**config.mk**
```make
export PLATFORM = sky130hd
export DESIGN_NAME = dsp_top
export DESIGN_NICKNAME = d
export VERILOG_FILES = /design/src/dsp_pkg.sv /design/src/dsp_tx.sv /design/src/dsp_rx.sv /design/src/dsp_top.sv
export VERILOG_INCLUDE_DIRS = /design/src
export SDC_FILE = /design/constraint.sdc
export NUM_CORES = 1
export LEC_CHECK = 0
export BUFFER_PORTS_ARGS = -buffer_cell sky130_fd_sc_hd__buf_2
export CAP_MARGIN = 20
export CORE_MARGIN = 3
export CORE_UTILIZATION = 57
export CTS_CLUSTER_DIAMETER = 150
export CTS_CLUSTER_SIZE = 12
export DETAILED_ROUTE_END_ITERATION = 10
export GPL_TIMING_DRIVEN = 0
export PLACE_DENSITY = 0.76
export SKIP_CTS_REPAIR_TIMING = 1
export SYNTH_ARGS = -nofsm -noshare
export SYNTH_HDL_FRONTEND = slang
export SYNTH_SLANG_ARGS = --single-unit
```
**constraint.sdc**
```tcl
create_clock -name clk_in -period 3.9 [get_ports clk_in]
set_input_delay 0.78 -clock clk_in [delete_from_list [all_inputs] [get_ports clk_in]]
set_output_delay 0.78 -clock clk_in [all_outputs]
set_load 0.02 [all_outputs]
```
**src/dsp_defines.svh**
```systemverilog
// register map, field positions and timing constants for the serial ports
`ifndef DSP_DEFINES_SVH
`define DSP_DEFINES_SVH
`define DSP_ADDR_MODE 5'h10
`define DSP_REG_DATA 3'h0
`define DSP_REG_DIVH 3'h1
`define DSP_REG_FCTL 3'h2
`define DSP_REG_LCTL 3'h3
`define DSP_REG_MCTL 3'h4
`define DSP_REG_LSTAT 3'h5
`define DSP_REG_MSTAT 3'h6
`define DSP_REG_SCR 3'h7
`define DSP_LCTL_RESET 8'h03
`define DSP_DIV_RESET 16'h0001
`define DSP_LCTL_BRK 6
`define DSP_LCTL_DLAB 7
`define DSP_MCTL_DTR 0
`define DSP_MCTL_RTS 1
`define DSP_MCTL_LOOP 4
`define DSP_MST_DCD 3
`define DSP_MST_CTS 4
`define DSP_MST_DSR 5
`define DSP_MST_RI 6
`define DSP_FCTL_RXCLR 1
`define DSP_FCTL_TXCLR 2
`define DSP_FCTL_TRIG 6
`define DSP_LST_DR 0
`define DSP_LST_OE 1
`define DSP_LST_PE 2
`define DSP_LST_FE 3
`define DSP_LST_BI 4
`define DSP_LST_THRE 5
`define DSP_LST_TEMT 6
`define DSP_MODE_FIFO0 4
`define DSP_DEPTH 5'h10
`define DSP_DEPTH_STD 5'h01
`define DSP_TRIG_1 5'h01
`define DSP_TRIG_4 5'h04
`define DSP_TRIG_8 5'h08
`define DSP_TRIG_14 5'h0E
`define DSP_NUM_REF 3
`define DSP_CLK_RATE 19'h30D40
`define DSP_REF0_RATE 19'h0481E
`define DSP_REF1_RATE 19'h07800
`define DSP_REF2_RATE 19'h13880
`define DSP_OVS_LAST 4'hF
`define DSP_OVS_HALF 4'h7
`define DSP_WLEN_BASE 3'h4
`define DSP_WLAST 3'h7
`endif

```
**src/dsp_pkg.sv**
```systemverilog
// shared types and parity helper for the serial ports
package dsp_pkg;
  // line format as set by the line control register
  typedef struct packed {
    logic [1:0] wlen;
    logic stop2;
    logic par_en;
    logic par_even;
  } dsp_line_cfg_t;
  // one received character with its error flags
  typedef struct packed {
    logic brk;
    logic ferr;
    logic perr;
    logic [7:0] data;
  } dsp_rx_word_t;
  // serial framing states, shared by both directions
  typedef enum logic [2:0] {
    ST_IDLE, ST_START, ST_DATA, ST_PAR, ST_STOP
  } dsp_ser_state_t;
  // parity bit for a character whose unused high bits are zero
  function automatic logic dsp_par(input logic [7:0] d, input logic even);
    dsp_par = even ? ^d : ~^d;
  endfunction : dsp_par
endpackage : dsp_pkg

```
**src/dsp_tx.sv**
```systemverilog
// serial transmitter: adds start, parity and stop bits
`timescale 1ns/1ps
`include "dsp_defines.svh"
module dsp_tx (
  input wire logic clk_in,
  input wire logic rst_n_in,
  input wire logic tick16_in,
  input wire dsp_pkg::dsp_line_cfg_t cfg_in,
  input wire logic have_in,
  input wire logic [7:0] data_in,
  output logic take_out,
  output logic busy_out,
  output logic bit_out
);
  dsp_pkg::dsp_ser_state_t state; // framing state
  logic [7:0] shift; // data bits still to go, lsb first
  logic [3:0] sub; // oversample count within a bit
  logic [2:0] nbit; // index of the bit on the line
  logic par; // parity bit for this character
  logic stop_left; // second stop bit pending
  logic [2:0] last; // index of the last data bit
  logic [7:0] masked; // character without unused high bits
  assign last = {1'b0, cfg_in.wlen} + `DSP_WLEN_BASE;
  assign masked = data_in & (8'hFF >> (`DSP_WLAST - last));
  assign busy_out = state != dsp_pkg::ST_IDLE;
  // framing engine, one bit every sixteen baud ticks
  always_ff @(posedge clk_in) begin
    if (!rst_n_in) begin
      state <= dsp_pkg::ST_IDLE;
      bit_out <= 1'b1;
      take_out <= 1'b0;
      shift <= 8'h00;
      sub <= 4'h0;
      nbit <= 3'h0;
      par <= 1'b0;
      stop_left <= 1'b0;
    end else begin
      take_out <= 1'b0;
      case (state)
        dsp_pkg::ST_IDLE: begin
          if (have_in && tick16_in) begin
            shift <= masked;
            par <= dsp_pkg::dsp_par(masked, cfg_in.par_even);
            take_out <= 1'b1;
            bit_out <= 1'b0;
            sub <= 4'h0;
            state <= dsp_pkg::ST_START;
          end
        end
        default: begin
          if (tick16_in) begin
            sub <= sub + 4'h1;
            if (sub == `DSP_OVS_LAST) begin
              case (state)
                dsp_pkg::ST_START: begin
                  bit_out <= shift[0];
                  shift <= shift >> 1;
                  nbit <= 3'h0;
                  state <= dsp_pkg::ST_DATA;
                end
                dsp_pkg::ST_DATA: begin
                  if (nbit != last) begin
                    bit_out <= shift[0];
                    shift <= shift >> 1;
                    nbit <= nbit + 3'h1;
                  end else if (cfg_in.par_en) begin
                    bit_out <= par;
                    state <= dsp_pkg::ST_PAR;
                  end else begin
                    bit_out <= 1'b1;
                    stop_left <= cfg_in.stop2;
                    state <= dsp_pkg::ST_STOP;
                  end
                end
                dsp_pkg::ST_PAR: begin
                  bit_out <= 1'b1;
                  stop_left <= cfg_in.stop2;
                  state <= dsp_pkg::ST_STOP;
                end
                default: begin
                  if (stop_left) stop_left <= 1'b0;
                  else state <= dsp_pkg::ST_IDLE;
                end
              endcase
            end
          end
        end
      endcase
    end
  end
endmodule : dsp_tx

```
**src/dsp_rx.sv**
```systemverilog
// serial receiver: strips start, parity and stop bits
`timescale 1ns/1ps
`include "dsp_defines.svh"
module dsp_rx (
  input wire logic clk_in,
  input wire logic rst_n_in,
  input wire logic tick16_in,
  input wire dsp_pkg::dsp_line_cfg_t cfg_in,
  input wire logic line_in,
  output logic valid_out,
  output dsp_pkg::dsp_rx_word_t word_out
);
  dsp_pkg::dsp_ser_state_t state; // framing state
  logic [7:0] shift; // bits arrive at the top, move down
  logic [3:0] sub; // oversample count
  logic [2:0] nbit; // data bit index
  logic psample; // parity bit as received
  logic [2:0] last; // index of the last data bit
  logic [7:0] aligned; // character moved down to bit 0
  assign last = {1'b0, cfg_in.wlen} + `DSP_WLEN_BASE;
  assign aligned = shift >> (`DSP_WLAST - last);
  // sample mid bit, every sixteen ticks after the start centre
  always_ff @(posedge clk_in) begin
    if (!rst_n_in) begin
      state <= dsp_pkg::ST_IDLE;
      valid_out <= 1'b0;
      word_out <= '0;
      shift <= 8'h00;
      sub <= 4'h0;
      nbit <= 3'h0;
      psample <= 1'b0;
    end else begin
      valid_out <= 1'b0;
      case (state)
        dsp_pkg::ST_IDLE: begin
          if (!line_in) begin
            sub <= 4'h0;
            state <= dsp_pkg::ST_START;
          end
        end
        dsp_pkg::ST_START: begin
          if (tick16_in) begin
            sub <= sub + 4'h1;
            if (sub == `DSP_OVS_HALF) begin
              // a glitch shorter than half a bit is no start
              sub <= 4'h0;
              nbit <= 3'h0;
              shift <= 8'h00;
              state <= line_in ? dsp_pkg::ST_IDLE : dsp_pkg::ST_DATA;
            end
          end
        end
        default: begin
          if (tick16_in) begin
            sub <= sub + 4'h1;
            if (sub == `DSP_OVS_LAST) begin
              case (state)
                dsp_pkg::ST_DATA: begin
                  shift <= {line_in, shift[7:1]};
                  nbit <= nbit + 3'h1;
                  if (nbit == last) begin
                    state <= cfg_in.par_en ? dsp_pkg::ST_PAR
                                           : dsp_pkg::ST_STOP;
                  end
                end
                dsp_pkg::ST_PAR: begin
                  psample <= line_in;
                  state <= dsp_pkg::ST_STOP;
                end
                default: begin
                  valid_out <= 1'b1;
                  word_out.data <= aligned;
                  word_out.perr <= cfg_in.par_en &&
                    (psample != dsp_pkg::dsp_par(aligned, cfg_in.par_even));
                  word_out.ferr <= !line_in;
                  word_out.brk <= (aligned == 8'h00) && !line_in &&
                    !(cfg_in.par_en && psample);
                  state <= dsp_pkg::ST_IDLE;
                end
              endcase
            end
          end
        end
      endcase
    end
  end
endmodule : dsp_rx

```
**src/dsp_top.sv**
```systemverilog
// dual serial port: register file, queues, reference and baud clocks
//
// Implementation choices: the address map and the strobed register port.
`timescale 1ns/1ps
`include "dsp_defines.svh"
// Operation
// - two ports, each fifo or unbuffered
// - sixteen byte transmit and receive queues
// - receive threshold one, four, eight, fourteen
// - three reference clocks from one input
// - per port divisor, selectable reference clock
// - add framing on send, strip on receive
// - send break, detect incoming break
// - loopback feeds own output to receiver
// - serial output marks after reset
// - data set ready shows status bit five
// - ring indicator shows status bit six
// - carrier detect shows status bit three
// - clear to send shows status bit four
// - terminal ready follows control bit zero
// - request to send follows control bit one
// - bit zero is lsb, sent first
module dsp_top (
  input wire logic clk_in,
  input wire logic rst_n_in,
  input wire logic [4:0] addr_in,
  input wire logic [7:0] wdata_in,
  input wire logic wr_in,
  input wire logic rd_in,
  output logic [7:0] rdata_out,
  input wire logic [1:0] serial_rx_in,
  output logic [1:0] serial_tx_out,
  input wire logic [1:0] cts_in,
  input wire logic [1:0] dsr_in,
  input wire logic [1:0] ri_in,
  input wire logic [1:0] carrier_detect_in,
  output logic [1:0] dtr_out,
  output logic [1:0] rts_out
);

  ////////////////////////////////////////////////////////////////////////
  // helpers

  // queue limit: a full queue in fifo mode, a single holding register else
  function automatic logic [4:0] depth_lim(input logic fifo);
    depth_lim = fifo ? `DSP_DEPTH : `DSP_DEPTH_STD;
  endfunction : depth_lim

  // next queue slot, wraps at sixteen
  function automatic logic [3:0] ptr_next(input logic [3:0] p);
    ptr_next = p + 4'h1;
  endfunction : ptr_next

  ////////////////////////////////////////////////////////////////////////
  // reference clocks

  // rates in 100 Hz units; the 48 MHz source is modelled by
  // fractional accumulators on the 20 MHz system clock, so each
  // reference is an average-rate tick, not a clean square wave
  localparam logic [18:0] REF_RATE [`DSP_NUM_REF] = '{
    `DSP_REF0_RATE, `DSP_REF1_RATE, `DSP_REF2_RATE};
  logic [18:0] ref_acc [`DSP_NUM_REF]; // phase per reference
  logic [`DSP_NUM_REF-1:0] ref_tick; // one-cycle reference ticks
  logic [7:0] mode; // port mode and clock select

  always_ff @(posedge clk_in) begin
    for (int i = 0; i < `DSP_NUM_REF; i++) begin
      if (!rst_n_in) begin
        ref_acc[i] <= '0;
        ref_tick[i] <= 1'b0;
      end else if (ref_acc[i] + REF_RATE[i] >= `DSP_CLK_RATE) begin
        ref_acc[i] <= ref_acc[i] + REF_RATE[i] - `DSP_CLK_RATE;
        ref_tick[i] <= 1'b1;
      end else begin
        ref_acc[i] <= ref_acc[i] + REF_RATE[i];
        ref_tick[i] <= 1'b0;
      end
    end
  end

  ////////////////////////////////////////////////////////////////////////
  // mode register, shared by both ports

  always_ff @(posedge clk_in) begin
    if (!rst_n_in) mode <= 8'h00;
    else if (wr_in && addr_in == `DSP_ADDR_MODE) mode <= wdata_in;
  end

  ////////////////////////////////////////////////////////////////////////
  // per-port logic

  for (genvar p = 0; p < 2; p++) begin : g_port
    logic sel; // bus targets this port
    logic fifo_mode; // buffered operation
    logic [1:0] ref_sel; // reference clock choice
    logic [7:0] lctl; // line control
    logic [7:0] mctl; // modem control
    logic [7:0] scratch; // software scratch byte
    logic [15:0] div; // baud divisor
    logic [1:0] trig; // receive threshold code
    logic dlab; // divisor access
    logic loop; // loopback active
    logic [15:0] baud_cnt; // reference ticks within a baud/16
    logic tick16; // sixteen per bit
    logic [7:0] tq [16]; // transmit queue
    logic [3:0] tq_wp, tq_rp; // transmit pointers
    logic [4:0] tq_cnt; // transmit fill
    dsp_pkg::dsp_rx_word_t rq [16]; // receive queue
    logic [3:0] rq_wp, rq_rp; // receive pointers
    logic [4:0] rq_cnt; // receive fill
    logic oe, pe, fe, bi; // sticky line errors
    logic [3:0] m_s1, m_s2; // modem input synchroniser
    logic rx_s1, rx_s2; // serial input synchroniser
    logic tx_bit, tx_take, tx_busy; // transmitter side
    logic rx_valid; // character arrived
    dsp_pkg::dsp_rx_word_t rx_word; // arrived character
    logic tx_line; // transmitted stream incl. break
    logic rx_line; // receiver input after loop mux
    logic wr_data, rd_data, rd_lstat, tx_push, rx_pop, rx_push;
    logic [7:0] msr, lsr, prd; // status views and read mux
    dsp_pkg::dsp_line_cfg_t cfg; // line format

    assign sel = !addr_in[4] && addr_in[3] == p[0];
    assign fifo_mode = mode[`DSP_MODE_FIFO0 + p];
    assign ref_sel = mode[2*p +: 2];
    assign dlab = lctl[`DSP_LCTL_DLAB];
    assign loop = mctl[`DSP_MCTL_LOOP];
    assign cfg = '{wlen: lctl[1:0], stop2: lctl[2], par_en: lctl[3],
                   par_even: lctl[4]};
    assign wr_data = wr_in && sel && addr_in[2:0] == `DSP_REG_DATA;
    assign rd_data = rd_in && sel && addr_in[2:0] == `DSP_REG_DATA;
    assign rd_lstat = rd_in && sel && addr_in[2:0] == `DSP_REG_LSTAT;
    // writes to a full queue are dropped
    assign tx_push = wr_data && !dlab && tq_cnt < depth_lim(fifo_mode);
    assign rx_pop = rd_data && !dlab && rq_cnt != 5'h00;
    assign rx_push = rx_valid && rq_cnt < depth_lim(fifo_mode);

    // control registers written by the host
    always_ff @(posedge clk_in) begin
      if (!rst_n_in) begin
        lctl <= `DSP_LCTL_RESET;
        mctl <= 8'h00;
        scratch <= 8'h00;
        div <= `DSP_DIV_RESET;
        trig <= 2'b00;
      end else if (wr_in && sel) begin
        if (addr_in[2:0] == `DSP_REG_DATA) begin
          if (dlab) div[7:0] <= wdata_in;
        end else if (addr_in[2:0] == `DSP_REG_DIVH) begin
          if (dlab) div[15:8] <= wdata_in;
        end else if (addr_in[2:0] == `DSP_REG_FCTL) begin
          trig <= wdata_in[`DSP_FCTL_TRIG +: 2];
        end else if (addr_in[2:0] == `DSP_REG_LCTL) begin
          lctl <= wdata_in;
        end else if (addr_in[2:0] == `DSP_REG_MCTL) begin
          mctl <= wdata_in;
        end else if (addr_in[2:0] == `DSP_REG_SCR) begin
          scratch <= wdata_in;
        end
      end
    end

    assign dtr_out[p] = mctl[`DSP_MCTL_DTR];
    assign rts_out[p] = mctl[`DSP_MCTL_RTS];

    // baud divider on chosen reference; divisor zero halts it
    always_ff @(posedge clk_in) begin
      if (!rst_n_in) begin
        baud_cnt <= 16'h0000;
        tick16 <= 1'b0;
      end else begin
        tick16 <= 1'b0;
        if (ref_tick[ref_sel == 2'b11 ? 2'b00 : ref_sel] &&
            div != 16'h0000) begin
          if (baud_cnt >= div - 16'h0001) begin
            baud_cnt <= 16'h0000;
            tick16 <= 1'b1;
          end else begin
            baud_cnt <= baud_cnt + 16'h0001;
          end
        end
      end
    end

    // transmit queue; clear flushes unsent bytes only
    always_ff @(posedge clk_in) begin
      if (!rst_n_in || (wr_in && sel && addr_in[2:0] == `DSP_REG_FCTL &&
                        wdata_in[`DSP_FCTL_TXCLR])) begin
        tq_wp <= 4'h0;
        tq_rp <= 4'h0;
        tq_cnt <= 5'h00;
      end else begin
        if (tx_push) begin
          tq[tq_wp] <= wdata_in;
          tq_wp <= ptr_next(tq_wp);
        end
        if (tx_take) tq_rp <= ptr_next(tq_rp);
        tq_cnt <= tq_cnt + {4'h0, tx_push} - {4'h0, tx_take};
      end
    end

    // receive queue; read of the data register pops the head
    always_ff @(posedge clk_in) begin
      if (!rst_n_in || (wr_in && sel && addr_in[2:0] == `DSP_REG_FCTL &&
                        wdata_in[`DSP_FCTL_RXCLR])) begin
        rq_wp <= 4'h0;
        rq_rp <= 4'h0;
        rq_cnt <= 5'h00;
      end else begin
        if (rx_push) begin
          rq[rq_wp] <= rx_word;
          rq_wp <= ptr_next(rq_wp);
        end
        if (rx_pop) rq_rp <= ptr_next(rq_rp);
        rq_cnt <= rq_cnt + {4'h0, rx_push} - {4'h0, rx_pop};
      end
    end

    // sticky errors: a new event in the clearing read still sets
    always_ff @(posedge clk_in) begin
      if (!rst_n_in) begin
        oe <= 1'b0;
        pe <= 1'b0;
        fe <= 1'b0;
        bi <= 1'b0;
      end else begin
        oe <= (oe && !rd_lstat) || (rx_valid && !rx_push);
        pe <= (pe && !rd_lstat) || (rx_push && rx_word.perr);
        fe <= (fe && !rd_lstat) || (rx_push && rx_word.ferr);
        bi <= (bi && !rd_lstat) || (rx_push && rx_word.brk);
      end
    end

    always_ff @(posedge clk_in) begin
      if (!rst_n_in) begin
        m_s1 <= 4'h0;
        m_s2 <= 4'h0;
        rx_s1 <= 1'b1;
        rx_s2 <= 1'b1;
      end else begin
        m_s1 <= {ri_in[p], dsr_in[p], cts_in[p], carrier_detect_in[p]};
        m_s2 <= m_s1;
        rx_s1 <= serial_rx_in[p];
        rx_s2 <= rx_s1;
      end
    end

    // modem status view
    always_comb begin
      msr = 8'h00;
      msr[`DSP_MST_DCD] = m_s2[0];
      msr[`DSP_MST_CTS] = m_s2[1];
      msr[`DSP_MST_DSR] = m_s2[2];
      msr[`DSP_MST_RI] = m_s2[3];
    end

    // line status view
    always_comb begin
      lsr = 8'h00;
      lsr[`DSP_LST_DR] = rq_cnt != 5'h00;
      lsr[`DSP_LST_OE] = oe;
      lsr[`DSP_LST_PE] = pe;
      lsr[`DSP_LST_FE] = fe;
      lsr[`DSP_LST_BI] = bi;
      lsr[`DSP_LST_THRE] = tq_cnt == 5'h00;
      lsr[`DSP_LST_TEMT] = tq_cnt == 5'h00 && !tx_busy;
    end

    // threshold reached, shown in bit 0 of the fifo status read
    function automatic logic [4:0] trig_lvl(input logic [1:0] t);
      case (t)
        2'b00: trig_lvl = `DSP_TRIG_1;
        2'b01: trig_lvl = `DSP_TRIG_4;
        2'b10: trig_lvl = `DSP_TRIG_8;
        default: trig_lvl = `DSP_TRIG_14;
      endcase
    endfunction : trig_lvl

    // register read mux for this port
    always_comb begin
      prd = 8'h00;
      if (addr_in[2:0] == `DSP_REG_DATA) begin
        prd = dlab ? div[7:0] : rq[rq_rp].data;
      end else if (addr_in[2:0] == `DSP_REG_DIVH) begin
        prd = dlab ? div[15:8] : 8'h00;
      end else if (addr_in[2:0] == `DSP_REG_FCTL) begin
        prd = {fifo_mode, fifo_mode, 5'h00,
               fifo_mode && rq_cnt >= trig_lvl(trig)};
      end else if (addr_in[2:0] == `DSP_REG_LCTL) begin
        prd = lctl;
      end else if (addr_in[2:0] == `DSP_REG_MCTL) begin
        prd = mctl;
      end else if (addr_in[2:0] == `DSP_REG_LSTAT) begin
        prd = lsr;
      end else if (addr_in[2:0] == `DSP_REG_MSTAT) begin
        prd = msr;
      end else begin
        prd = scratch;
      end
    end

    dsp_tx u_tx (
      .clk_in(clk_in),
      .rst_n_in(rst_n_in),
      .tick16_in(tick16),
      .cfg_in(cfg),
      .have_in(tq_cnt != 5'h00),
      .data_in(tq[tq_rp]),
      .take_out(tx_take),
      .busy_out(tx_busy),
      .bit_out(tx_bit)
    );

    assign tx_line = tx_bit && !lctl[`DSP_LCTL_BRK];
    assign rx_line = loop ? tx_line : rx_s2;

    dsp_rx u_rx (
      .clk_in(clk_in),
      .rst_n_in(rst_n_in),
      .tick16_in(tick16),
      .cfg_in(cfg),
      .line_in(rx_line),
      .valid_out(rx_valid),
      .word_out(rx_word)
    );

    always_ff @(posedge clk_in) begin
      if (!rst_n_in) serial_tx_out[p] <= 1'b1;
      else serial_tx_out[p] <= loop || tx_line;
    end
  end

  ////////////////////////////////////////////////////////////////////////
  // read data, valid only in the cycle after the strobe

  always_ff @(posedge clk_in) begin
    if (!rst_n_in || !rd_in) rdata_out <= 8'h00;
    else if (addr_in == `DSP_ADDR_MODE) rdata_out <= mode;
    else if (addr_in[4]) rdata_out <= 8'h00;
    else if (addr_in[3]) rdata_out <= g_port[1].prd;
    else rdata_out <= g_port[0].prd;
  end

endmodule : dsp_top

```
==> reports/metrics.cfg <==
[pwr]
p_sw_frac = 0.242
p_clk_frac = 0.386
powerDensity_mw_per_mm2 = 442
seq_power_share = 0.525
p_sw_mw = 4.79
vdd_drop_max_mv = 0.588
p_int_mw = 15.0
comb_power_share = 0.089
p_leak_nw = 15.7

[clocking]
clock_path_buffers = 3
cts_root_buffer = clkbuf_16
cts_tree = yes
insertion_delay_ns = 0.67
clkTransAtPathRegs_ns = 0.06
clock-sinks = 897
htreeDepth = 3
cts_buffers = 84

[synthesis]
dominantRegCellSynth = edfxtp_1
syn_area_per_cell_sq_um = 12.5
post_synth_instance_area_sq_mm = 0.0406
postSynthCellCount = 3261
synth-edff-count = 556
ys_seq_elements = 897
ys_types = 94
ys_seq_area_frac = 0.579
async_flop_share = 0
yosys_warnings = 0

[critical_path]
max_stage_delay_ns = 0.73
cp_max_fo = 9
critPathLaunchType = primary input
crit_path_end_kind = flip-flop
crit_buf_inv = 4
r2r-end = rdata_out[1]
rr_worst_depth = 9
slowest_stage = a2111oi_1
crit_top_cell = nor2_1
cp_top_family = simple AND/OR/NAND/NOR gates
cp_cell_sequence = clkbuf_1 -> nor3_2 -> nand2_1 -> a2111oi_1 -> inv_1 -> ha_1 -> inv_1 -> ha_1 -> inv_1 -> fa_1 -> nor2_1 -> nor2_1 -> nor2_1 -> nor2_1 -> xnor2_1 -> nor2_1
critical_path_class = in2reg
critPathArrivalTime_ns = 4.30
startpoint = addr_in[0]
crit_required_ns = 4.44
path_depth = 16
rrSetupSlack_ns = 0.25
crit_path_end = g_port[0].tq_cnt[4]

[floorplan]
rows = 97
die_area_sq_mm = 0.0745
dieWidth_um = 273
start_util = 0.578
fp.coreArea_sq_mm = 0.0703
top_level_ports = 41
dieHeight_um = 273

[placed_design]
routabilityCongestion = 0.953
placed_area_sq_mm = 0.0423
port_buffers = 38
place_hpwl_mm = 69.5

[drt]
routed_wl_mm = 103
via_per_inst = 6.10
num_vias = 27163
drt-initial-drc-count = 3271
final_antenna_net_count = 0
wl_per_cell_um = 23.1
drc_errors = 0
drt_pass1_iterations = 6

[timing]
period_share = 0.964
setup_viol = 0
rsz0062_at_grt = no
fmax_mhz = 266
finalCriticalPeriod_ns = 3.76
setup-tns-final_ns = 0
tightest_slew_ns = 1.28
relSlewSlack = 0.142
drv_slew = 0
hold_viol_final = 0
finClkSkew_ns = 0.0298

[finish]
syn2layout_area_growth_pct = 10.3
final_area_sq_mm = 0.0448
final_nets = 3604
drive_gt1_frac = 0.113
multi_input_area_sq_mm = 0.0162
seqCellArea_sq_mm = 0.0235
fill_cells = 5224

[grt]
grt_antenna_before_repair = 7
grt_use_total = 0.276
grt_max_degree = 37
grt_pass1_vias = 26233
grt_pass1_wl_mm = 157
gr-total-overflow = 0

[flow_run]
maxCapViolations = 0

[worst_hold_path]
hold_path.class = in2reg

[outcome]
outcome = completed

placed cells by master (no fill, tap or decap), drive strengths merged, types with 45 or more instances in the layout:
| master | instances |
|---|---|
| a21oi | 169 |
| and2 | 45 |
| buf | 106 |
| clkbuf | 277 |
| dfxtp | 341 |
| edfxtp | 556 |
| ha | 127 |
| inv | 103 |
| mux2i | 123 |
| mux4 | 161 |
| nand2 | 243 |
| nand3 | 92 |
| nor2 | 389 |
| nor3 | 61 |
| o21ai | 83 |
| xnor2 | 115 |
| xor2 | 59 |
power by group through the flow:
stage	Combinational (mW)	Clock (mW)	Sequential, mW
floorplan	1.28	0	10.5
global placement	1.70	0	10.6
detailed placement	1.73	0	10.6
CTS	1.74	7.73	10.4
global route	1.94	8.09	10.4
finish	1.76	7.65	10.4
cells by family after synthesis:
family                     after synthesis  synth area share
other                                    1         0.0000923
xor gates and xnor gates               174            0.0375
DFF                                    897             0.579
and+or+nand+nor                       1006             0.114
buffers and inverters                  280            0.0270
muxes                                  304             0.125
AOI/OAI and AO/OA                      468            0.0760
adders and majority gates              131            0.0411
registers in the layout, indices dropped and copies added, names as in the netlist, 10 cells and up, named ones only:
name,cells
g_port.lctl,16
g_port.tq,256
ref_acc,44
g_port.mctl,16
g_port.baud_cnt,32
g_port.u_rx.word_out,22
g_port.scratch,16
g_port.rq,256
g_port.tq_cnt,10
g_port.rq_cnt,10
g_port.div,32
g_port.u_tx.shift,16
g_port.u_rx.shift,16
through the flow:
| step | setup slack [ns] | hold slack (ns) | power, mW | utilization | cells |
|---|---|---|---|---|---|
| finish | 0.142 | 0.334 | 19.8 | 0.637 | 4452 |
| global route | 0.0110 | 0.321 | 20.4 | 0.637 | 4452 |
| CTS | -0.0583 | 0.308 | 19.9 | 0.637 | 4447 |
| detailed placement | -0.601 | 0.409 | 12.3 | 0.602 | 4298 |
| global placement | -1.25 | 0.403 | 12.3 | 0.599 | 4276 |
| floorplan | 0.0152 | 0.386 | 11.8 | - | 3298 |
worst min path at each step:
stage	cells after the start	to	slack [ns]	start
after detailed placement	1	g_port[0].rx_s2	0.41	g_port[0].rx_s1
final	2	g_port[0].m_s1[1]	0.33	cts_in[0]
after global routing	2	g_port[0].m_s1[1]	0.32	cts_in[0]
after floorplan	1	g_port[0].rx_s2	0.39	g_port[0].rx_s1
after CTS	2	g_port[0].m_s1[1]	0.31	cts_in[0]
after global placement	1	g_port[0].rx_s2	0.40	g_port[0].rx_s1
layer usage:
| metal | share of wire | GRT usage | vias up |
|---|---|---|---|
| met3 | 0.086 | 0.0555 | 244 |
| met1 | 0.42 | 0.386 | 13368 |
| met4 | 0.035 | 0.100 | 4 |
| met2 | 0.46 | 0.433 | 1183 |
| li1 | - | - | 12364 |
| met5 | 0.00026 | 0 | - |
area by class of cell:
| cell class | count | share of cell area |
|---|---|---|
| antenna | 3 | 0.000168 |
| buffer | 178 | 0.0160 |
| clock buffer | 142 | 0.0523 |
| clock inverter | 7 | 0.00243 |
| inverter | 101 | 0.00846 |
| multi-input combinational | 2121 | 0.361 |
| sequential | 897 | 0.525 |
| tap | 940 | 0.0263 |
| timing repair buffer | 63 | 0.00827 |
cells in the mapped netlist, drive strengths merged (7+ instances only):
library cell | count | area (sq um)
xnor2 | 115 | 1010
clkbuf | 135 | 507
nand3 | 92 | 460
and3 | 27 | 169
nor3 | 61 | 315
a22oi | 26 | 195
a211oi | 29 | 218
mux2i | 123 | 1230
edfxtp | 556 | 16700
nor2b | 19 | 119
nand2b | 25 | 156
a311oi | 10 | 87.6
xor2 | 59 | 517
nor2 | 389 | 1460
o211a | 32 | 328
mux4 | 161 | 3630
nand4 | 38 | 238
a31oi | 14 | 93.8
ha | 127 | 1590
nand2 | 243 | 912
dfxtp | 341 | 6830
a21oi | 169 | 861
and2 | 45 | 282
mux2 | 20 | 225
or3 | 10 | 62.6
o211ai | 7 | 52.6
nand3b | 7 | 65.1
a21o | 22 | 166
o21ai | 83 | 415
buf | 44 | 211
nor4 | 14 | 87.6
inv | 99 | 372
(Power assumes the default switching activity.)
